`src/rtl/lsc_pkg.sv`:
```
// Package: register map, field layout, reset values and types of the LCD scan block
package lsc_pkg;

  // ----------------------------------------------------------------
  // Register byte offsets
  // ----------------------------------------------------------------
  localparam logic [11:0] OFS_CTRL       = 12'h000;
  localparam logic [11:0] OFS_CHAR_SIZE  = 12'h004;
  localparam logic [11:0] OFS_CHARS_ROW  = 12'h008;
  localparam logic [11:0] OFS_TOTAL_ROW  = 12'h00C;
  localparam logic [11:0] OFS_PITCH      = 12'h010;
  localparam logic [11:0] OFS_START_UP   = 12'h014;
  localparam logic [11:0] OFS_START_LO   = 12'h018;
  localparam logic [11:0] OFS_LINES      = 12'h01C;
  localparam logic [11:0] OFS_CURSOR     = 12'h020;
  localparam logic [11:0] OFS_CURSOR_DIR = 12'h024;
  localparam logic [11:0] OFS_LAYER1     = 12'h028;
  localparam logic [11:0] OFS_LAYER3     = 12'h02C;
  localparam logic [11:0] OFS_TEXT_END   = 12'h030;
  localparam logic [11:0] OFS_MEM_ACCESS = 12'h034;
  localparam logic [11:0] OFS_STATUS     = 12'h038;

  // ----------------------------------------------------------------
  // Field positions and reset values
  // ----------------------------------------------------------------
  localparam int          CTRL_W         = 10;
  localparam int          VSIZE_LSB      = 8;
  localparam logic [9:0]  RST_CTRL       = 10'h000;
  localparam logic [3:0]  RST_HSIZE      = 4'h7;
  localparam logic [3:0]  RST_VSIZE      = 4'h7;
  localparam logic [7:0]  RST_CHARS_ROW  = 8'h28;
  localparam logic [7:0]  RST_TOTAL_ROW  = 8'h2A;
  localparam logic [15:0] RST_PITCH      = 16'h0028;
  localparam logic [15:0] RST_LINES      = 16'h00F0;
  localparam logic [31:0] RST_LAYER1     = 32'h7FFF_0000;
  localparam logic [31:0] RST_LAYER3     = 32'hFFFF_8000;

  // ----------------------------------------------------------------
  // Encodings
  // ----------------------------------------------------------------
  localparam logic [1:0]  BPP_1          = 2'h0;
  localparam logic [1:0]  BPP_2          = 2'h1;
  localparam logic [1:0]  DIR_RIGHT      = 2'h0;
  localparam logic [1:0]  DIR_LEFT       = 2'h1;
  localparam logic [1:0]  DIR_UP         = 2'h2;
  localparam logic [1:0]  RESP_OKAY      = 2'h0;
  localparam logic [1:0]  RESP_SLVERR    = 2'h2;

  typedef struct packed {
    logic       gfx_on;
    logic       text_on;
    logic       enable;
    logic       block_sel;
    logic       mixed;
    logic       overlay3;
    logic [1:0] bpp;
    logic       dual;
    logic       text_mode;
  } lsc_cfg_t;

  typedef enum logic [2:0] {
    ST_OFF   = 3'b001,
    ST_SCAN  = 3'b010,
    ST_PAUSE = 3'b100
  } lsc_state_t;

endpackage

```
`src/rtl/lsc_scan.sv`:
```
// Display scan address generator and cursor control with AXI4-Lite registers
//
// Our own choices: the placing of the registers and the AXI4-Lite slave port.
`timescale 1ns/100ps
// Behaviour
// - Bitmap origin top-left, bits are neighbouring pixels
// - Cell grows by horizontal and vertical size
// - Character width up to sixteen pixels
// - Graphics uses eight times text memory
// - Scan left to right, rows top down
// - Graphics line start adds address pitch
// - Text rereads line, then adds pitch
// - Text byte holds one character code
// - Byte gives eight, four, two pixels
// - Dual panel fetches upper then lower line
// - Line end idles total minus active slots
// - Dual panel pulses line after lower screen
// - Cursor address is also access address
// - Access steps cursor by direction once per cycle, cursor write wins
// - Cursor layer one or three by overlay
// - Cursor hidden outside its layer region
// - Dummy cursor only graphics shown, text off
// - No text screen gives bar cursor
// - Mixed layer block: block text, bar graphics
module lsc_scan
  import lsc_pkg::*;
#(
  parameter int LINE_W = 16
)(
  input  wire logic        clock_in,
  input  wire logic        rst_n_in,
  input  wire logic [11:0] awaddr_in,
  input  wire logic        awvalid_in,
  output logic             awready_out,
  input  wire logic [31:0] wdata_in,
  input  wire logic [3:0]  wstrb_in,
  input  wire logic        wvalid_in,
  output logic             wready_out,
  output logic [1:0]       bresp_out,
  output logic             bvalid_out,
  input  wire logic        bready_in,
  input  wire logic [11:0] araddr_in,
  input  wire logic        arvalid_in,
  output logic             arready_out,
  output logic [31:0]      rdata_out,
  output logic [1:0]       rresp_out,
  output logic             rvalid_out,
  input  wire logic        rready_in,
  input  wire logic [7:0]  mem_data_in,
  input  wire logic [15:0] glyph_row_in,
  output logic             mem_rd_out,
  output logic [15:0]      mem_addr_out,
  output logic             mem_lower_out,
  output logic [7:0]       char_code_out,
  output logic [3:0]       char_row_out,
  output logic [3:0]       pixel_out,
  output logic             pixel_valid_out,
  output logic             panel_line_pulse_out,
  output logic [15:0]      cursor_addr_out,
  output logic             cursor_visible_out,
  output logic             cursor_block_out,
  output logic             cursor_layer3_out,
  output logic             cursor_hit_out
);

  if (LINE_W < 1 || LINE_W > 16)
  begin : g_chk
    $error("LINE_W must lie in 1..16");
  end

  // ----------------------------------------------------------------
  // Functions
  // ----------------------------------------------------------------
  function automatic logic [31:0] wmerge(input logic [31:0] old, input logic [31:0] d,
                                         input logic [3:0] s);
    logic [31:0] r;
    r = old;
    for (int i = 0; i < 4; i++)
    begin
      if (s[i])
      begin
        r[8*i +: 8] = d[8*i +: 8];
      end
    end
    return r;
  endfunction

  // Pixels per slot: text cell width, or pixels packed in one byte
  function automatic logic [4:0] slot_len(input lsc_cfg_t c, input logic [3:0] hs);
    if (c.text_mode)
      return {1'b0, hs} + 5'h01;
    else if (c.bpp == BPP_1)
      return 5'h08;
    else if (c.bpp == BPP_2)
      return 5'h04;
    else
      return 5'h02;
  endfunction

  function automatic logic [15:0] cursor_step(input logic [15:0] a, input logic [1:0] d,
                                              input logic [15:0] p);
    case (d)
      DIR_RIGHT: return a + 16'h0001;
      DIR_LEFT:  return a - 16'h0001;
      DIR_UP:    return a - p;
      default:   return a + p;
    endcase
  endfunction

  // ----------------------------------------------------------------
  // Registers and AXI4-Lite slave
  // ----------------------------------------------------------------
  lsc_cfg_t    cfg;
  logic [3:0]  hsize;
  logic [3:0]  vsize;
  logic [7:0]  chars_row;
  logic [7:0]  total_row;
  logic [15:0] pitch;
  logic [15:0] start_up;
  logic [15:0] start_lo;
  logic [15:0] lines;
  logic [1:0]  cursor_dir;
  logic [31:0] layer1;
  logic [31:0] layer3;
  logic [15:0] text_end;
  logic        aw_got;
  logic        w_got;
  logic [11:0] aw_addr;
  logic [31:0] w_data;
  logic [3:0]  w_strb;
  logic        wr_fire;
  logic        rd_fire;
  logic        access;
  logic [31:0] rd_word;
  logic        rd_hit;
  logic        wr_hit;
  lsc_state_t  state;
  logic        lower;
  logic [3:0]  row_idx;
  logic [LINE_W-1:0] line_cnt;

  assign wr_fire = aw_got && w_got && !bvalid_out;
  assign rd_fire = arvalid_in && arready_out;
  // Reading or writing the data window is one display memory access
  assign access  = (wr_fire && aw_addr == OFS_MEM_ACCESS) ||
                   (rd_fire && araddr_in == OFS_MEM_ACCESS);
  assign wr_hit  = aw_addr <= OFS_MEM_ACCESS && aw_addr[1:0] == 2'h0;

  always_ff @(posedge clock_in)
  begin
    if (!rst_n_in)
    begin
      aw_got      <= 1'b0;
      w_got       <= 1'b0;
      aw_addr     <= 12'h000;
      w_data      <= 32'h0000_0000;
      w_strb      <= 4'h0;
      awready_out <= 1'b0;
      wready_out  <= 1'b0;
      bvalid_out  <= 1'b0;
      bresp_out   <= RESP_OKAY;
    end
    else
    begin
      if (awvalid_in && awready_out)
      begin
        aw_got      <= 1'b1;
        aw_addr     <= awaddr_in;
        awready_out <= 1'b0;
      end
      else if (!aw_got && !bvalid_out)
      begin
        awready_out <= 1'b1;
      end
      if (wvalid_in && wready_out)
      begin
        w_got      <= 1'b1;
        w_data     <= wdata_in;
        w_strb     <= wstrb_in;
        wready_out <= 1'b0;
      end
      else if (!w_got && !bvalid_out)
      begin
        wready_out <= 1'b1;
      end
      if (wr_fire)
      begin
        aw_got     <= 1'b0;
        w_got      <= 1'b0;
        bvalid_out <= 1'b1;
        bresp_out  <= wr_hit ? RESP_OKAY : RESP_SLVERR;
      end
      else if (bvalid_out && bready_in)
      begin
        bvalid_out <= 1'b0;
      end
    end
  end

  always_comb
  begin
    rd_hit  = 1'b1;
    rd_word = 32'h0000_0000;
    case (araddr_in)
      OFS_CTRL:       rd_word[CTRL_W-1:0] = cfg;
      OFS_CHAR_SIZE:  rd_word[VSIZE_LSB+3:0] = {vsize, 4'h0, hsize};
      OFS_CHARS_ROW:  rd_word[7:0] = chars_row;
      OFS_TOTAL_ROW:  rd_word[7:0] = total_row;
      OFS_PITCH:      rd_word[15:0] = pitch;
      OFS_START_UP:   rd_word[15:0] = start_up;
      OFS_START_LO:   rd_word[15:0] = start_lo;
      OFS_LINES:      rd_word[15:0] = lines;
      OFS_CURSOR:     rd_word[15:0] = cursor_addr_out;
      OFS_CURSOR_DIR: rd_word[1:0] = cursor_dir;
      OFS_LAYER1:     rd_word = layer1;
      OFS_LAYER3:     rd_word = layer3;
      OFS_TEXT_END:   rd_word[15:0] = text_end;
      OFS_MEM_ACCESS: rd_word[15:0] = cursor_addr_out;
      OFS_STATUS:     rd_word = {row_idx, lower, state, 8'h00, 16'(line_cnt)};
      default:        rd_hit = 1'b0;
    endcase
  end

  always_ff @(posedge clock_in)
  begin
    if (!rst_n_in)
    begin
      arready_out <= 1'b0;
      rvalid_out  <= 1'b0;
      rdata_out   <= 32'h0000_0000;
      rresp_out   <= RESP_OKAY;
    end
    else if (rd_fire)
    begin
      arready_out <= 1'b0;
      rvalid_out  <= 1'b1;
      rdata_out   <= rd_word;
      rresp_out   <= rd_hit ? RESP_OKAY : RESP_SLVERR;
    end
    else if (rvalid_out && rready_in)
    begin
      rvalid_out <= 1'b0;
    end
    else if (!rvalid_out)
    begin
      arready_out <= 1'b1;
    end
  end

  always_ff @(posedge clock_in)
  begin
    if (!rst_n_in)
    begin
      cfg        <= lsc_cfg_t'(RST_CTRL);
      hsize      <= RST_HSIZE;
      vsize      <= RST_VSIZE;
      chars_row  <= RST_CHARS_ROW;
      total_row  <= RST_TOTAL_ROW;
      pitch      <= RST_PITCH;
      start_up   <= 16'h0000;
      start_lo   <= 16'h0000;
      lines      <= RST_LINES;
      cursor_dir <= DIR_RIGHT;
      layer1     <= RST_LAYER1;
      layer3     <= RST_LAYER3;
      text_end   <= 16'h0000;
    end
    else if (wr_fire)
    begin
      case (aw_addr)
        OFS_CTRL:       cfg <= lsc_cfg_t'(CTRL_W'(wmerge(32'(cfg), w_data, w_strb)));
        OFS_CHAR_SIZE:
        begin
          hsize <= 4'(wmerge({20'h0, vsize, 4'h0, hsize}, w_data, w_strb));
          vsize <= 4'(wmerge({20'h0, vsize, 4'h0, hsize}, w_data, w_strb) >> VSIZE_LSB);
        end
        OFS_CHARS_ROW:  chars_row <= 8'(wmerge({24'h0, chars_row}, w_data, w_strb));
        OFS_TOTAL_ROW:  total_row <= 8'(wmerge({24'h0, total_row}, w_data, w_strb));
        OFS_PITCH:      pitch <= 16'(wmerge({16'h0, pitch}, w_data, w_strb));
        OFS_START_UP:   start_up <= 16'(wmerge({16'h0, start_up}, w_data, w_strb));
        OFS_START_LO:   start_lo <= 16'(wmerge({16'h0, start_lo}, w_data, w_strb));
        OFS_LINES:      lines <= 16'(wmerge({16'h0, lines}, w_data, w_strb));
        OFS_CURSOR_DIR: cursor_dir <= 2'(wmerge({30'h0, cursor_dir}, w_data, w_strb));
        OFS_LAYER1:     layer1 <= wmerge(layer1, w_data, w_strb);
        OFS_LAYER3:     layer3 <= wmerge(layer3, w_data, w_strb);
        OFS_TEXT_END:   text_end <= 16'(wmerge({16'h0, text_end}, w_data, w_strb));
        default:        cfg <= cfg;
      endcase
    end
  end

  // ----------------------------------------------------------------
  // Scan sequencer
  // ----------------------------------------------------------------
  logic [4:0]  pix_cnt;
  logic [7:0]  slot_cnt;
  logic [15:0] scan_addr;
  logic [15:0] line_up;
  logic [15:0] line_lo;
  logic        slot_end;
  logic        phase_end;
  logic        line_done;
  logic        frame_end;
  logic        rd_issue;
  logic [15:0] next_up;
  logic [15:0] next_lo;
  logic [3:0]  next_row;

  // Idle state never ends a slot, so a one-pixel slot cannot fake a line end there
  assign slot_end  = state != ST_OFF && pix_cnt == slot_len(cfg, hsize) - 5'h01;
  assign phase_end = slot_end && (state == ST_PAUSE ? slot_cnt == total_row - 8'h01 :
                     (slot_cnt == chars_row - 8'h01 && total_row <= chars_row));
  assign line_done = phase_end && (!cfg.dual || lower);
  assign frame_end = line_cnt == LINE_W'(lines - 16'h0001);
  assign rd_issue  = state == ST_SCAN && pix_cnt == 5'h00 && cfg.enable;

  // Text lines reuse the start address per bitmap row; graphics add the pitch each line
  always_comb
  begin
    next_up  = line_up;
    next_lo  = line_lo;
    next_row = row_idx;
    if (frame_end)
    begin
      next_up  = start_up;
      next_lo  = start_lo;
      next_row = 4'h0;
    end
    else if (!cfg.text_mode)
    begin
      next_up = line_up + pitch;
      next_lo = line_lo + pitch;
    end
    else if (row_idx == vsize)
    begin
      next_up  = line_up + pitch;
      next_lo  = line_lo + pitch;
      next_row = 4'h0;
    end
    else
    begin
      next_row = row_idx + 4'h1;
    end
  end

  always_ff @(posedge clock_in)
  begin
    if (!rst_n_in || !cfg.enable)
    begin
      state                <= ST_OFF;
      pix_cnt              <= 5'h00;
      slot_cnt             <= 8'h00;
      scan_addr            <= 16'h0000;
      line_up              <= 16'h0000;
      line_lo              <= 16'h0000;
      lower                <= 1'b0;
      row_idx              <= 4'h0;
      line_cnt             <= '0;
      mem_rd_out           <= 1'b0;
      mem_addr_out         <= 16'h0000;
      mem_lower_out        <= 1'b0;
      panel_line_pulse_out <= 1'b0;
    end
    else
    begin
      mem_rd_out           <= rd_issue;
      panel_line_pulse_out <= 1'b0;
      if (rd_issue)
      begin
        mem_addr_out  <= scan_addr;
        mem_lower_out <= lower;
        scan_addr     <= scan_addr + 16'h0001;
      end
      case (state)
        ST_OFF:
        begin
          state     <= ST_SCAN;
          line_up   <= start_up;
          line_lo   <= start_lo;
          scan_addr <= start_up;
        end
        ST_SCAN, ST_PAUSE:
        begin
          pix_cnt <= slot_end ? 5'h00 : pix_cnt + 5'h01;
          if (slot_end)
          begin
            slot_cnt <= slot_cnt + 8'h01;
          end
          if (state == ST_SCAN && slot_end && slot_cnt == chars_row - 8'h01 &&
              total_row > chars_row)
          begin
            state <= ST_PAUSE;
          end
          if (phase_end)
          begin
            slot_cnt <= 8'h00;
            state    <= ST_SCAN;
            if (!line_done)
            begin
              lower     <= 1'b1;
              scan_addr <= line_lo;
            end
            else
            begin
              panel_line_pulse_out <= 1'b1;
              lower                <= 1'b0;
              line_up              <= next_up;
              line_lo              <= next_lo;
              row_idx              <= next_row;
              scan_addr            <= next_up;
              line_cnt             <= frame_end ? '0 : line_cnt + 1'b1;
            end
          end
        end
        default: state <= ST_OFF;
      endcase
    end
  end

  // ----------------------------------------------------------------
  // Pixel unpacking: memory answers in the same cycle as the read strobe
  // ----------------------------------------------------------------
  logic [4:0] col;
  logic       emit;

  always_ff @(posedge clock_in)
  begin
    if (!rst_n_in)
    begin
      char_code_out   <= 8'h00;
      char_row_out    <= 4'h0;
      col             <= 5'h00;
      emit            <= 1'b0;
      pixel_out       <= 4'h0;
      pixel_valid_out <= 1'b0;
    end
    else
    begin
      pixel_valid_out <= emit;
      if (!emit)
        pixel_out <= 4'h0;
      else if (cfg.text_mode)
        pixel_out <= {3'h0, glyph_row_in[4'hF - col[3:0]]};
      else if (cfg.bpp == BPP_1)
        pixel_out <= {3'h0, char_code_out[3'h7 - col[2:0]]};
      else if (cfg.bpp == BPP_2)
        pixel_out <= {2'h0, char_code_out[3'h6 - {col[1:0], 1'b0} +: 2]};
      else
        pixel_out <= col[0] ? char_code_out[3:0] : char_code_out[7:4];
      if (emit)
      begin
        col  <= col + 5'h01;
        emit <= col != slot_len(cfg, hsize) - 5'h01;
      end
      if (mem_rd_out)
      begin
        char_code_out <= mem_data_in;
        char_row_out  <= row_idx;
        col           <= 5'h00;
        emit          <= 1'b1;
      end
    end
  end

  // ----------------------------------------------------------------
  // Cursor
  // ----------------------------------------------------------------
  logic [31:0] layer_rng;
  logic        in_range;

  assign layer_rng = cfg.overlay3 ? layer3 : layer1;
  assign in_range  = cursor_addr_out >= layer_rng[15:0] && cursor_addr_out <= layer_rng[31:16];

  always_ff @(posedge clock_in)
  begin
    if (!rst_n_in)
    begin
      cursor_addr_out <= 16'h0000;
    end
    else if (wr_fire && aw_addr == OFS_CURSOR)
    begin
      cursor_addr_out <= 16'(wmerge({16'h0, cursor_addr_out}, w_data, w_strb));
    end
    else if (access)
    begin
      cursor_addr_out <= cursor_step(cursor_addr_out, cursor_dir, pitch);
    end
  end

  // Visibility is judged from the address, the enable bit and the screen enables; outside the layer range the cursor is hidden
  always_ff @(posedge clock_in)
  begin
    if (!rst_n_in)
    begin
      cursor_visible_out <= 1'b0;
      cursor_block_out   <= 1'b0;
      cursor_layer3_out  <= 1'b0;
      cursor_hit_out     <= 1'b0;
    end
    else
    begin
      cursor_layer3_out  <= cfg.overlay3;
      cursor_visible_out <= cfg.enable && in_range && (cfg.text_on || cfg.gfx_on);
      cursor_block_out   <= cfg.block_sel && cfg.text_on &&
                            (!cfg.mixed || cursor_addr_out < text_end);
      cursor_hit_out     <= rd_issue && cfg.enable && in_range &&
                            scan_addr == cursor_addr_out;
    end
  end

  // ----------------------------------------------------------------
  // Checks
  // ----------------------------------------------------------------
  line_after_lower_a: assert property (@(posedge clock_in) disable iff (!rst_n_in)
    panel_line_pulse_out && $past(cfg.dual) |-> $past(lower) && !lower)
    else $error("line pulse outside lower screen");
  gfx_pitch_add_a: assert property (@(posedge clock_in) disable iff (!rst_n_in)
    line_done && !frame_end && !cfg.text_mode && cfg.enable |=>
    line_up == $past(line_up) + $past(pitch))
    else $error("graphics line start not advanced by pitch");
  text_reread_a: assert property (@(posedge clock_in) disable iff (!rst_n_in)
    line_done && !frame_end && cfg.text_mode && row_idx != vsize && cfg.enable |=>
    line_up == $past(line_up) && row_idx == $past(row_idx) + 4'h1)
    else $error("text row not reread");
  pause_no_read_a: assert property (@(posedge clock_in) disable iff (!rst_n_in)
    state == ST_PAUSE && $past(state) == ST_PAUSE |-> !mem_rd_out)
    else $error("read during line end pause");
  scan_step_a: assert property (@(posedge clock_in) disable iff (!rst_n_in)
    rd_issue && slot_cnt != 8'h00 |=> mem_addr_out == $past(mem_addr_out) + 16'h0001)
    else $error("scan address not stepping by one");
  cursor_step_a: assert property (@(posedge clock_in) disable iff (!rst_n_in)
    access && cursor_dir == DIR_RIGHT && !(wr_fire && aw_addr == OFS_CURSOR) |=>
    cursor_addr_out == $past(cursor_addr_out) + 16'h0001)
    else $error("cursor did not step");
  cursor_bar_a: assert property (@(posedge clock_in) disable iff (!rst_n_in)
    !$past(cfg.text_on) |-> !cursor_block_out)
    else $error("block cursor without text screen");
  cursor_range_a: assert property (@(posedge clock_in) disable iff (!rst_n_in)
    cursor_visible_out |-> $past(in_range))
    else $error("cursor shown outside its layer");
  row_reset_a: assert property (@(posedge clock_in) disable iff (!rst_n_in)
    line_done && cfg.text_mode && row_idx == vsize && cfg.enable |=> row_idx == 4'h0)
    else $error("row index not reset at new text line");

endmodule

```
`config.mk`:
```
export PLATFORM = sky130hd
export DESIGN_NAME = lsc_scan
export DESIGN_NICKNAME = d
export VERILOG_FILES = /design/src/rtl/lsc_pkg.sv /design/src/rtl/lsc_scan.sv
export SDC_FILE = /design/constraint.sdc
export NUM_CORES = 1
export LEC_CHECK = 0
export BUFFER_PORTS_ARGS = -buffer_cell sky130_fd_sc_hd__buf_4
export CAP_MARGIN = 20
export CORE_UTILIZATION = 25
export CTS_BUF_LIST = sky130_fd_sc_hd__clkbuf_4 sky130_fd_sc_hd__clkbuf_8 sky130_fd_sc_hd__clkbuf_16
export DETAILED_ROUTE_END_ITERATION = 12
export HOLD_SLACK_MARGIN = 0.08
export PLACE_DENSITY = 0.41
export RECOVER_POWER = 25
export SLEW_MARGIN = 40
export SYNTH_ARGS = -nofsm -noshare
export SYNTH_HDL_FRONTEND = slang
export SYNTH_SLANG_ARGS = --single-unit
```
`constraint.sdc`:
```
create_clock -name clock_in -period 9.6 [get_ports clock_in]
set_input_delay 0.48 -clock clock_in [delete_from_list [all_inputs] [get_ports clock_in]]
set_output_delay 0.48 -clock clock_in [all_outputs]
set_load 0.02 [all_outputs]
```
==> results of run 1 <==
routing by layer:
layer	wire (um)	global-route usage, %
met4	4260	8.55
met2	47800	35.4
met1	42100	25.6
met5	0	0
met3	4750	2.31
stage by stage:
| step | power (uW) | std cells | util, % |
|---|---|---|---|
| 3_5_place_dp | 1930 | 4151 | 28.2 |
| 6_report | 3950 | 4243 | 29.8 |
| 2_1_floorplan | 1860 | 2828 | - |
| 5_1_grt | 4070 | 4243 | 29.8 |
| 4_1_cts | 3990 | 4242 | 30.1 |
| 3_3_place_gp | 1930 | 4151 | 28.1 |
cells by family after synthesis:
family | after synthesis
fa+ha+maj | 116
buf+inv | 227
xor+xnor | 154
mux | 228
other cells | 1
compound gates | 596
flops | 416
simple gates | 1089
worst max-delay path: cells and delay by family (launching register included):
family                     cells  cell delay (ns)
muxes                          2             0.31
adders and majority gates      1             0.32
xor gates and xnor gates       1             0.14
buffers and inverters          1             0.36
DFF                            1             0.74
AOI/OAI and AO/OA              3             0.56
and+or+nand+nor                6             1.93
layout make-up:
class                           instances  share of cell area (%)
Tap cell                             1254                    5.64
Multi-Input combinational cell       2185                    51.7
Clock inverter                         16                   0.769
Timing Repair Buffer                  234                    5.42
Sequential cell                       416                    30.0
Inverter                               64                   0.873
Clock buffer                           74                    5.56
cells in the final DEF, fill, tap and decap left out, types with 27 or more instances in the layout:
| master | count |
|---|---|
| sky130_fd_sc_hd__clkbuf_1 | 70 |
| sky130_fd_sc_hd__inv_1 | 63 |
| sky130_fd_sc_hd__ha_1 | 113 |
| sky130_fd_sc_hd__nand2_1 | 399 |
| sky130_fd_sc_hd__nand2b_1 | 30 |
| sky130_fd_sc_hd__a21oi_1 | 153 |
| sky130_fd_sc_hd__o21ai_0 | 100 |
| sky130_fd_sc_hd__clkbuf_16 | 53 |
| sky130_fd_sc_hd__a211oi_1 | 31 |
| sky130_fd_sc_hd__buf_4 | 160 |
| sky130_fd_sc_hd__nor2b_1 | 62 |
| sky130_fd_sc_hd__a22oi_1 | 49 |
| sky130_fd_sc_hd__a21o_1 | 27 |
| sky130_fd_sc_hd__xnor2_1 | 84 |
| sky130_fd_sc_hd__nor2_1 | 268 |
| sky130_fd_sc_hd__dfxtp_1 | 403 |
| sky130_fd_sc_hd__a221oi_1 | 27 |
| sky130_fd_sc_hd__a21boi_0 | 27 |
| sky130_fd_sc_hd__a22o_1 | 28 |
| sky130_fd_sc_hd__nand4_1 | 45 |
| sky130_fd_sc_hd__nand3_1 | 96 |
| sky130_fd_sc_hd__mux2i_1 | 208 |
| sky130_fd_sc_hd__xor2_1 | 69 |
| sky130_fd_sc_hd__nor3_1 | 52 |
worst paths after layout:
| check | from | end | depth (start not counted) |
|---|---|---|---|
| worst max-delay path | cfg[0]$_SDFFE_PN0P_ | line_lo[15]$_SDFFE_PP0P_ | 14 |
| worst min-delay path | mem_data_in[7] | char_code_out[7]$_SDFFE_PN0P_ | 3 |
| worst max register to register | cfg[0]$_SDFFE_PN0P_ | line_lo[15]$_SDFFE_PP0P_ | 14 |
| worst min register to register | rdata_out[5]$_SDFFE_PN0P_ | rdata_out[5]$_SDFFE_PN0P_ | 1 |
power by group through the flow:
stage	Sequential (uW)	Combinational [uW]	Clock, uW
after floorplan	1790	66.9	0
after global placement	1810	120	0
after detailed placement	1810	122	0
after CTS	1770	123	2100
after global routing	1770	131	2160
final	1770	120	2050
flip-flops by register name, summed over array words and instances (netlist names), 32 cells and up:
register / flops
rdata_out: 32
layer3: 32
w_data: 32
layer1: 32
==> run_results.csv, run 1 <==
group,metric,value,unit
global_routing,global_route_usage_over_all_layers,20.4,%
synthesis,synth.cell_area,23500,sq um
setup_path,cp-end-kind,"flop",
pwr,sequentialPowerShare,44.9,%
synthesis,yosysWarningCount,0,
clock_tree,cts-root-buf,"sky130_fd_sc_hd__clkbuf_16",
synthesis,post-synth-top-area-fraction,35.5,%
synthesis,most_frequently_used_cell_type_in_the_post_synthesis_netlist,"sky130_fd_sc_hd__dfxtp_1",
synthesis,async_reset_ff_share,0,%
clock_tree,cts_hold_buf,1,
synthesis,synth_edf_count,0,
outcome,status,"finished, violations left",
synthesis,yosys.area_share.xor_xnor,5.81,%
synthesis,synth-main-ff-cell,"sky130_fd_sc_hd__dfxtp_1",
synthesis,syn-instance-count,2827,
synthesis,ys_types,81,
setup_path,worst_path_largest_cell_delay,0.83,ns
floorplan,floorplan.die_area,95100,sq um
flow_run,timing.max_cap.violations,3,
pwr,switching_power,913,uW
sta,hold_ws,0.117,ns
sta,setup_viol,0,
synthesis,netlist_top_cells_area,"sky130_fd_sc_hd__dfxtp_1 35%, sky130_fd_sc_hd__mux2i_1 8.9%, sky130_fd_sc_hd__nand2_1 6.4%",
sta,max_slew.worst_pin.slew,2.28,ns
synthesis,dominant_combinational_cell_family_by_area_after_synthesis,"simple AND/OR/NAND/NOR gates",
final_layout,ff_latch_area,8340,sq um
global_routing,grt_start_max_net_pins,72,
place,post_detailed_placement_half_perimeter_wirelength,73500,um
routing,route.detailed.wl_per_inst,23.3,um
sta,min_period,4.45,ns
global_routing,grt_first_pass_wirelength,145000,um
floorplan,initial_utilization,25.2,%
floorplan,fp.coreArea,93200,sq um
clock_tree,insertion_delay,0.62,ns
routing,vias_per_cell,5.18,
setup_path,setup.worst_path.start_class,"flop",
clock_tree,cts_buffers,50,
place,gp_routability_congestion,0.899,
synthesis,ys_seq_area_share,35.5,%
synthesis,postSynthRegisterBits,416,
place,postPlaceCellArea,26300,sq um
setup_path,worst-endpoint-required,10.13,ns
floorplan,ioPinCount,188,
min_path,hp-class,"primary input to flop",
setup_path,worst-r2r-setup-slack,5.15,ns
pwr,pwr-share-clk,52.1,%
clock_tree,clock_tree_from_tritoncts,"done",
sta,rsz0062_at_grt,"false",
global_routing,grt-ovfl-total,0,
pwr,peakVddDrop,0.0000953,V
synthesis,yosys-mux-area-fraction,10.3,%
final_layout,drive_above_1_share,11.0,%
synthesis,complex_gate_fraction_of_the_synthesized_area,17.1,%
setup_path,critical_path_arrival,4.98,ns
routing,dr_total_vias,21993,
pwr,switching_share,23.1,%
synthesis,yosys.area.top_type,"sky130_fd_sc_hd__dfxtp_1",
pwr,powerDensity,142,nW/um^2
pwr,pwr-share-comb,3.0,%
clock_tree,clkSlewWorstSetupHoldPaths,0.06,ns
clock_tree,postCtsSetupBuffers,0,
clock_tree,htree_levels,2,
final_layout,nNetsFinal,3158,
sta,drv_slew,123,
routing,dr.pass1.iters,7,
synthesis,synth_common_cells,"416 x sky130_fd_sc_hd__dfxtp_1, 400 x sky130_fd_sc_hd__nand2_1, 281 x sky130_fd_sc_hd__nor2_1, 208 x sky130_fd_sc_hd__mux2i_1, 153 x sky130_fd_sc_hd__a21oi_1",
pwr,leakage,0.0104,uW
routing,post_route_wl,98900,um
routing,drt_drc_violations_left,0,
final_layout,area_growth,18.5,%
floorplan,die_y,308,um
routing,ant_nets,0,
clock_tree,cts.repair.resized,0,
sta,skew,0.0300,ns
setup_path,critical_path.most_common_cell,"sky130_fd_sc_hd__mux2i_1",
sta,hold_viol_final,0,
pwr,power.internal,3030,uW
synthesis,fraction_of_the_mapped_netlist_area_in_adder_cells,6.28,%
setup_path,worstPathMaxFanout,35,
setup_path,timing.critical_path.cells,"nand2b_1 > a21boi_0 > ha_1 > xnor2_1 > nor2_1 > nand3b_1 > mux2i_1 > nand3_1 > or4b_1 > a2bb2oi_2 > buf_4 > nor4b_1 > mux2i_1 > o211ai_1",
final_layout,fill_cells,9994,
routing,drt_iter0_drc,1646,
place,io_buffer_count,185,
floorplan,die_x,308,um
sta,final.setup.tns,0,ns
final_layout,multi_input_comb_area,14400,sq um
global_routing,first_global_vias,21549,
global_routing,grt_antenna_before_repair,0,
outcome,failed_checks,"max-capacitance violations, max-slew violations",
clock_tree,clock_sink_count,416,
sta,slew_headroom,-52.0,%
setup_path,slowest_stage,"sky130_fd_sc_hd__or4b_1",
place,post_place_worst_slack,5.16,ns
setup_path,setup.worst_path.class,"flop to flop",
clock_tree,clock_path_buffers,3,
sta,fmax,225,MHz
sta,smallest_setup_slack_after_layout,5.15,ns
final_layout,insertedDiodeCount,0,
synthesis,synth_simple_gate_area_share,21.4,%
sta,final.period_utilization,46.3,%
floorplan,core.rowCount,112,
synthesis,synth_area_per_cell,8.30,sq um
final_layout,finish.instance_area,27800,sq um
Power figures use the tool's default switching activity.
==> inputs of run 2 (changes only) <==
Clock period 9.6 ns to 4.35 ns, I/O delays scaled along.
==> run 2 against run 1 <==
Effect of this change:
- the run still ends with max-capacitance violations, max-slew violations left
- setup slack worse by 4.8 ns
- clock power grew 130%
- clock-buffer cell count decreased by 2
- total power rose by 130%
- combinational power grew to 2.6 times the previous value
- register-to-register slack got worse by 4.8 ns
==> run_results.csv, run 2 (same netlist as run 1, synthesis figures left out) <==
group,metric,value,unit
final_layout,nNetsFinal,3274,
sta,max_slew.worst_pin.slew,1.69,ns
setup_path,worst-path-buf-inv,0,
place,post_detailed_placement_half_perimeter_wirelength,75300,um
routing,wl_met2,48200,um
pwr,powerDensity,308,nW/um^2
setup_path,cp-end-kind,"flop",
routing,drt_drc_violations_left,0,
clock_tree,clock_path_buffers,3,
final_layout,multi_input_comb_area,14400,sq um
floorplan,ioPinCount,188,
min_path,hp-class,"primary input to flop",
place,io_buffer_count,185,
routing,dr.pass1.iters,6,
setup_path,worst_path_largest_cell_delay,0.75,ns
routing,ant_nets,0,
final_layout,mostFrequentLayoutCell,"sky130_fd_sc_hd__dfxtp_1",
sta,rsz0062_at_grt,"false",
routing,vias_per_cell,5.12,
place,post_place_worst_slack,0.290,ns
routing,top_layer,"met4",
floorplan,fp.coreArea,93200,sq um
floorplan,die_x,308,um
global_routing,grt_antenna_before_repair,1,
global_routing,global_route_usage_over_all_layers,20.5,%
routing,dr_total_vias,22312,
clock_tree,clock_sink_count,416,
sta,final.setup.tns,0,ns
flow_run,timing.max_cap.violations,2,
sta,fmax,248,MHz
sta,slew_headroom,-13.0,%
clock_tree,postCtsSetupBuffers,0,
global_routing,first_global_vias,21515,
outcome,failed_checks,"max-capacitance violations, max-slew violations",
routing,drt_iter0_drc,1653,
clock_tree,cts_buffers,50,
sta,final.period_utilization,92.9,%
pwr,leakage,0.0109,uW
clock_tree,insertion_delay,0.64,ns
floorplan,initial_utilization,25.2,%
floorplan,die_y,308,um
sta,skew,0.0339,ns
routing,drt-met1-wl,43200,um
global_routing,grt_first_pass_wirelength,145000,um
routing,met3_length,4450,um
setup_path,worstPathMaxFanout,10,
pwr,peakVddDrop,0.000232,V
routing,route.detailed.wl_per_inst,22.8,um
clock_tree,htree_levels,2,
sta,setup_viol,0,
final_layout,ff_latch_area,8340,sq um
setup_path,timing.critical_path.cells,"or4_1 > or3_1 > a2111oi_2 > nand4_1 > o22ai_2 > or4b_1 > or3_4 > or3_1 > a21oi_1",
place,gp_routability_congestion,0.911,
global_routing,grt_start_max_net_pins,118,
outcome,status,"finished, violations left",
sta,drv_slew,144,
setup_path,critPathTopFamily,"simple AND/OR/NAND/NOR gates",
setup_path,worst-endpoint-required,4.89,ns
sta,smallest_setup_slack_after_layout,0.310,ns
clock_tree,clock_tree_from_tritoncts,"done",
final_layout,fill_cells,10006,
global_routing,grt-ovfl-total,0,
setup_path,critical_path_arrival,4.58,ns
floorplan,core.rowCount,112,
sta,min_period,4.04,ns
setup_path,setup.worst_path.class,"flop to flop",
setup_path,slowest_stage,"sky130_fd_sc_hd__or4b_1",
final_layout,area_growth,23.2,%
final_layout,drive_above_1_share,11.2,%
floorplan,floorplan.die_area,95100,sq um
clock_tree,clkSlewWorstSetupHoldPaths,0.06,ns
routing,post_route_wl,99400,um
setup_path,setup.worst_path.start_class,"flop",
final_layout,insertedDiodeCount,0,
setup_path,critical_path.most_common_cell,"sky130_fd_sc_hd__or3_1",
clock_tree,cts-root-buf,"sky130_fd_sc_hd__clkbuf_16",
final_layout,final_cell_mix,"407 x sky130_fd_sc_hd__dfxtp_1, 399 x sky130_fd_sc_hd__nand2_1, 275 x sky130_fd_sc_hd__nor2_1, 208 x sky130_fd_sc_hd__mux2i_1, 186 x sky130_fd_sc_hd__buf_4",
sta,hold_viol_final,0,
==> run 2: cell types whose count changed in the layout (fill, tap and decap cells not counted), moves of 5 or more <==
cell                            previous run  this run
sky130_fd_sc_hd__dlygate4sd3_1             1        77
sky130_fd_sc_hd__buf_4                   160       186
sky130_fd_sc_hd__clkbuf_1                 70        82
sky130_fd_sc_hd__clkbuf_8                 10        17
sky130_fd_sc_hd__nor2_1                  268       275
sky130_fd_sc_hd__nor2_2                   12         6
sky130_fd_sc_hd__clkbuf_4                 11         6
==> run 2: layer usage <==
metal  up-vias  track usage, %
met3       144            2.36
met1     10973            25.9
li1      10587               -
met2       608            35.7
met4         0            7.05
met5         -               0
==> run 2: where the power goes <==
part,internal [uW],switching [uW],leakage [uW],total (uW)
combinational,144,167,0.00668,311
clock,2850,1840,0.000910,4690
sequential,3840,69.7,0.00336,3910
total,6830,2080,0.0109,8910
==> run 2: worst register-to-register path, cell delays in order, from the launching register on <==
cell and delay (ns):
sky130_fd_sc_hd__dfxtp_1 0.39, sky130_fd_sc_hd__or4_1 0.56, sky130_fd_sc_hd__or3_1 0.34, sky130_fd_sc_hd__a2111oi_2 0.49
sky130_fd_sc_hd__nand4_1 0.17, sky130_fd_sc_hd__o22ai_2 0.27, sky130_fd_sc_hd__or4b_1 0.75, sky130_fd_sc_hd__or3_4 0.51
sky130_fd_sc_hd__or3_1 0.35, sky130_fd_sc_hd__a21oi_1 0.14
==> run 2: stage by stage <==
stage               std cells  util [%]  hold WS, ns  power, uW  cell area [sq um]
floorplan                2828         -        0.329       4090              23500
global placement         4191      28.5        0.413       4260              26600
detailed placement       4191      28.5        0.424       4260              26600
CTS                      4361      31.3        0.125       9020              29200
global route             4362      31.0        0.195       9170              28900
finish                   4362      31.0        0.160       8910              28900
==> run 2: timing repair <==
item | 4_1_cts | 5_1_grt
gates resized for setup | 0 | 2
hold endpoints to repair | 66 | 0
endpoints found under the setup margin | 0 | 3
hold buffers | 77 | 0
==> run 2: layout make-up <==
| type | count | area share (%) |
|---|---|---|
| clock buffers | 72 | 5.27 |
| clock inverters | 21 | 1.08 |
| inverters | 64 | 0.840 |
| multi-input cells | 2185 | 49.7 |
| flip-flops and latches | 416 | 28.8 |
| well taps | 1254 | 5.43 |
| repair buffers | 350 | 8.83 |
==> run 2: worst paths after layout <==
path / from / endpoint / slack [ns] / cells past startpoint
worst max-delay path: chars_row[0]$_SDFFE_PN0P_ / line_cnt[13]$_SDFFE_PP0P_ / 0.31 / 9
worst min-delay path: araddr_in[0] / rresp_out[1]$_SDFFE_PN0P_ / 0.16 / 5
worst max register to register: chars_row[0]$_SDFFE_PN0P_ / line_cnt[13]$_SDFFE_PP0P_ / 0.31 / 9
worst min register to register: rdata_out[0]$_SDFFE_PN0P_ / rdata_out[0]$_SDFFE_PN0P_ / 0.45 / 1
==> inputs of run 3 (changes only) <==
--- a/config.mk
+++ b/config.mk
@@ -9,2 +9,3 @@
 export CAP_MARGIN = 20
+export CORE_MARGIN = 4
 export CORE_UTILIZATION = 25
==> constraint.sdc (replaced) <==
create_clock -name clock_in -period 4.35 [get_ports clock_in]
set_input_delay 1.0875 -clock clock_in [delete_from_list [all_inputs] [get_ports clock_in]]
set_output_delay 1.0875 -clock clock_in [all_outputs]
set_load 0.02 [all_outputs]
==> run 3 against run 2 <==
Effect of this change:
- the flow still finishes with violations (max-capacitance violations, max-slew violations)
- sequential share of layout area is 0.73 points higher
- highest routed layer unchanged
- die area is 3.9% higher
- maximum frequency is 4.0% lower
- critical path type is now primary input to flop
- register-to-register slack better by 0.05 ns
- utilization is 0.79 points lower
- clock skew is 0.014 ns lower
==> run_results.csv, run 3 (same netlist as run 1, synthesis figures left out) <==
group,metric,value,unit
sta,setup_viol,0,
setup_path,r2r_start,"chars_row[0]$_SDFFE_PN0P_",
clock_tree,clock_sink_count,416,
setup_path,critical_path_arrival,4.71,ns
global_routing,grt_start_max_net_pins,107,
clock_tree,clock_tree_from_tritoncts,"done",
routing,drt_drc_violations_left,0,
clock_tree,insertion_delay,0.60,ns
sta,slew_headroom,-25.3,%
sta,final.period_utilization,96.8,%
final_layout,final-instance-count-excl-fill,4287,
final_layout,final_cell_mix,"411 x sky130_fd_sc_hd__dfxtp_1, 400 x sky130_fd_sc_hd__nand2_1, 278 x sky130_fd_sc_hd__nor2_1, 247 x sky130_fd_sc_hd__buf_4, 208 x sky130_fd_sc_hd__mux2i_1",
global_routing,grt-ovfl-total,0,
floorplan,initial_utilization,25.2,%
clock_tree,clock_path_buffers,3,
global_routing,first_global_vias,21712,
pwr,power.internal,6600,uW
final_layout,area_growth,20.1,%
clock_tree,htree_levels,2,
sta,hold_viol_final,0,
floorplan,fp.coreArea,93200,sq um
sta,skew,0.0204,ns
final_layout,mostFrequentLayoutCell,"sky130_fd_sc_hd__dfxtp_1",
global_routing,grt_first_pass_wirelength,148000,um
final_layout,insertedDiodeCount,0,
flow_run,timing.max_cap.violations,2,
pwr,pwr-share-clk,51.3,%
pwr,switching_power,1960,uW
floorplan,core.rowCount,112,
routing,ant_nets,0,
sta,fmax,238,MHz
clock_tree,cts_buffers,49,
outcome,failed_checks,"max-capacitance violations, max-slew violations",
min_path,hold_end,"aw_addr[1]$_SDFFE_PN0P_",
setup_path,worstPathMaxFanout,29,
final_layout,nNetsFinal,3208,
pwr,pwr-share-comb,3.1,%
sta,min_period,4.21,ns
clock_tree,cts_hold_buf,0,
floorplan,die_x,314,um
setup_path,cp-end-kind,"flop",
setup_path,worst-r2r-setup-slack,0.36,ns
place,io_buffer_count,185,
sta,hold_ws,0.451,ns
setup_path,crit-reg2reg-capture,"line_lo[1]$_SDFFE_PP0P_",
global_routing,grt_antenna_before_repair,1,
place,post_detailed_placement_half_perimeter_wirelength,76800,um
setup_path,setup.worst_path.class,"primary input to flop",
place,post-place-cells,4204,
clock_tree,clkSlewWorstSetupHoldPaths,0.06,ns
routing,dr_total_vias,21862,
sta,rsz0062_at_grt,"false",
min_path,hp-class,"flop to flop",
routing,drt_iter0_drc,1399,
sta,max_slew.worst_pin.slew,1.88,ns
min_path,hold_path_cell_cnt,2,
pwr,leakage,0.0107,uW
routing,route.detailed.wl_per_inst,23.6,um
outcome,status,"finished, violations left",
final_layout,fill_cells,9922,
routing,dr.pass1.iters,6,
setup_path,setup.worst_path.start_class,"primary input",
routing,post_route_wl,101000,um
floorplan,ioPinCount,188,
setup_path,r2r_cells,10,
global_routing,global_route_usage_over_all_layers,19.8,%
place,gp_routability_congestion,0.924,
final_layout,drive_above_1_share,12.8,%
sta,final.setup.tns,0,ns
floorplan,die_y,314,um
pwr,switching_share,22.9,%
pwr,sequentialPowerShare,45.7,%
floorplan,floorplan.die_area,98800,sq um
setup_path,worst-endpoint-required,4.85,ns
min_path,hp-start,"aw_addr[1]$_SDFFE_PN0P_",
sta,drv_slew,130,
clock_tree,cts-root-buf,"sky130_fd_sc_hd__clkbuf_16",
routing,vias_per_cell,5.10,
pwr,powerDensity,304,nW/um^2
pwr,peakVddDrop,0.000259,V
-- run 3: changes by cell type in the layout (fill, tap and decap cells not counted), moves of 3 or more --
cell | previous run | this run
sky130_fd_sc_hd__buf_4 | 186 | 247
sky130_fd_sc_hd__dfxtp_1 | 407 | 411
sky130_fd_sc_hd__clkbuf_1 | 82 | 34
sky130_fd_sc_hd__dlygate4sd3_1 | 77 | 0
sky130_fd_sc_hd__dfxtp_2 | 9 | 5
sky130_fd_sc_hd__clkbuf_4 | 6 | 10
sky130_fd_sc_hd__clkbuf_8 | 17 | 8
sky130_fd_sc_hd__nor2_2 | 6 | 3
sky130_fd_sc_hd__nor2_1 | 275 | 278
-- run 3: how the worst max path moves through the flow --
stage                                    from                          endpoint  depth (start not counted)
floorplan               lines[4]$_SDFFE_PN1P_          line_lo[15]$_SDFFE_PP0P_                         12
global placement    chars_row[0]$_SDFFE_PN0P_         line_cnt[15]$_SDFFE_PP0P_                         10
detailed placement      pitch[1]$_SDFFE_PN0P_  cursor_addr_out[14]$_SDFFE_PN0P_                         16
CTS                     pitch[1]$_SDFFE_PN0P_  cursor_addr_out[14]$_SDFFE_PN0P_                         16
global route                         rst_n_in             state[2]$_SDFFE_PP0P_                          4
finish                               rst_n_in             state[2]$_SDFFE_PP0P_                          4
-- run 3: critical path, stage by stage --
cell and delay [ns]:
sky130_fd_sc_hd__clkbuf_1 1.32, sky130_fd_sc_hd__nand2_1 1.21, sky130_fd_sc_hd__clkbuf_2 0.69, sky130_fd_sc_hd__a211oi_1 0.34
-- run 3: what timing repair did --
| action | 4_1_cts | 5_1_grt |
|---|---|---|
| buffers inserted | 0 | 0 |
| setup endpoints to repair | 0 | 1 |
| resized for setup | 0 | 1 |
-- run 3: through the flow --
stage | power (uW) | worst slack (ns) | util [%] | area, sq um
final | 8560 | 0.141 | 30.2 | 28200
after global routing | 8850 | 0.0363 | 30.2 | 28200
after CTS | 8690 | 0.330 | 30.4 | 28300
after detailed placement | 4260 | 0.371 | 28.6 | 26600
after global placement | 4260 | 0.432 | 28.6 | 26600
after floorplan | 4090 | 0.824 | - | 23500
-- run 3: power by group through the flow --
stage               sequential [uW]  clock (uW)  combinational [uW]
floorplan                      3950           0                 148
global placement               3990           0                 266
detailed placement             3990           0                 269
CTS                            3910        4510                 269
global route                   3910        4660                 286
finish                         3910        4390                 263
-- run 3: final cells by class --
class                      instances  area [sq um]  area share (%)
multi-input combinational       2185         14300            50.9
sequential                       416          8330            29.6
timing repair buffer             285          2020            7.18
tap                             1254          1570            5.57
clock buffer                      65          1400            4.96
clock inverter                    18           272           0.964
inverter                          64           243           0.862
-- run 3: layer usage --
metal | global-route usage [%] | vias up | share of wire [%]
met1 | 25.3 | 10767 | 43
met4 | 5.57 | 0 | 2.9
met3 | 2.27 | 111 | 4.0
met2 | 35.4 | 543 | 50
met5 | 0 | - | 0
li1 | - | 10441 | -
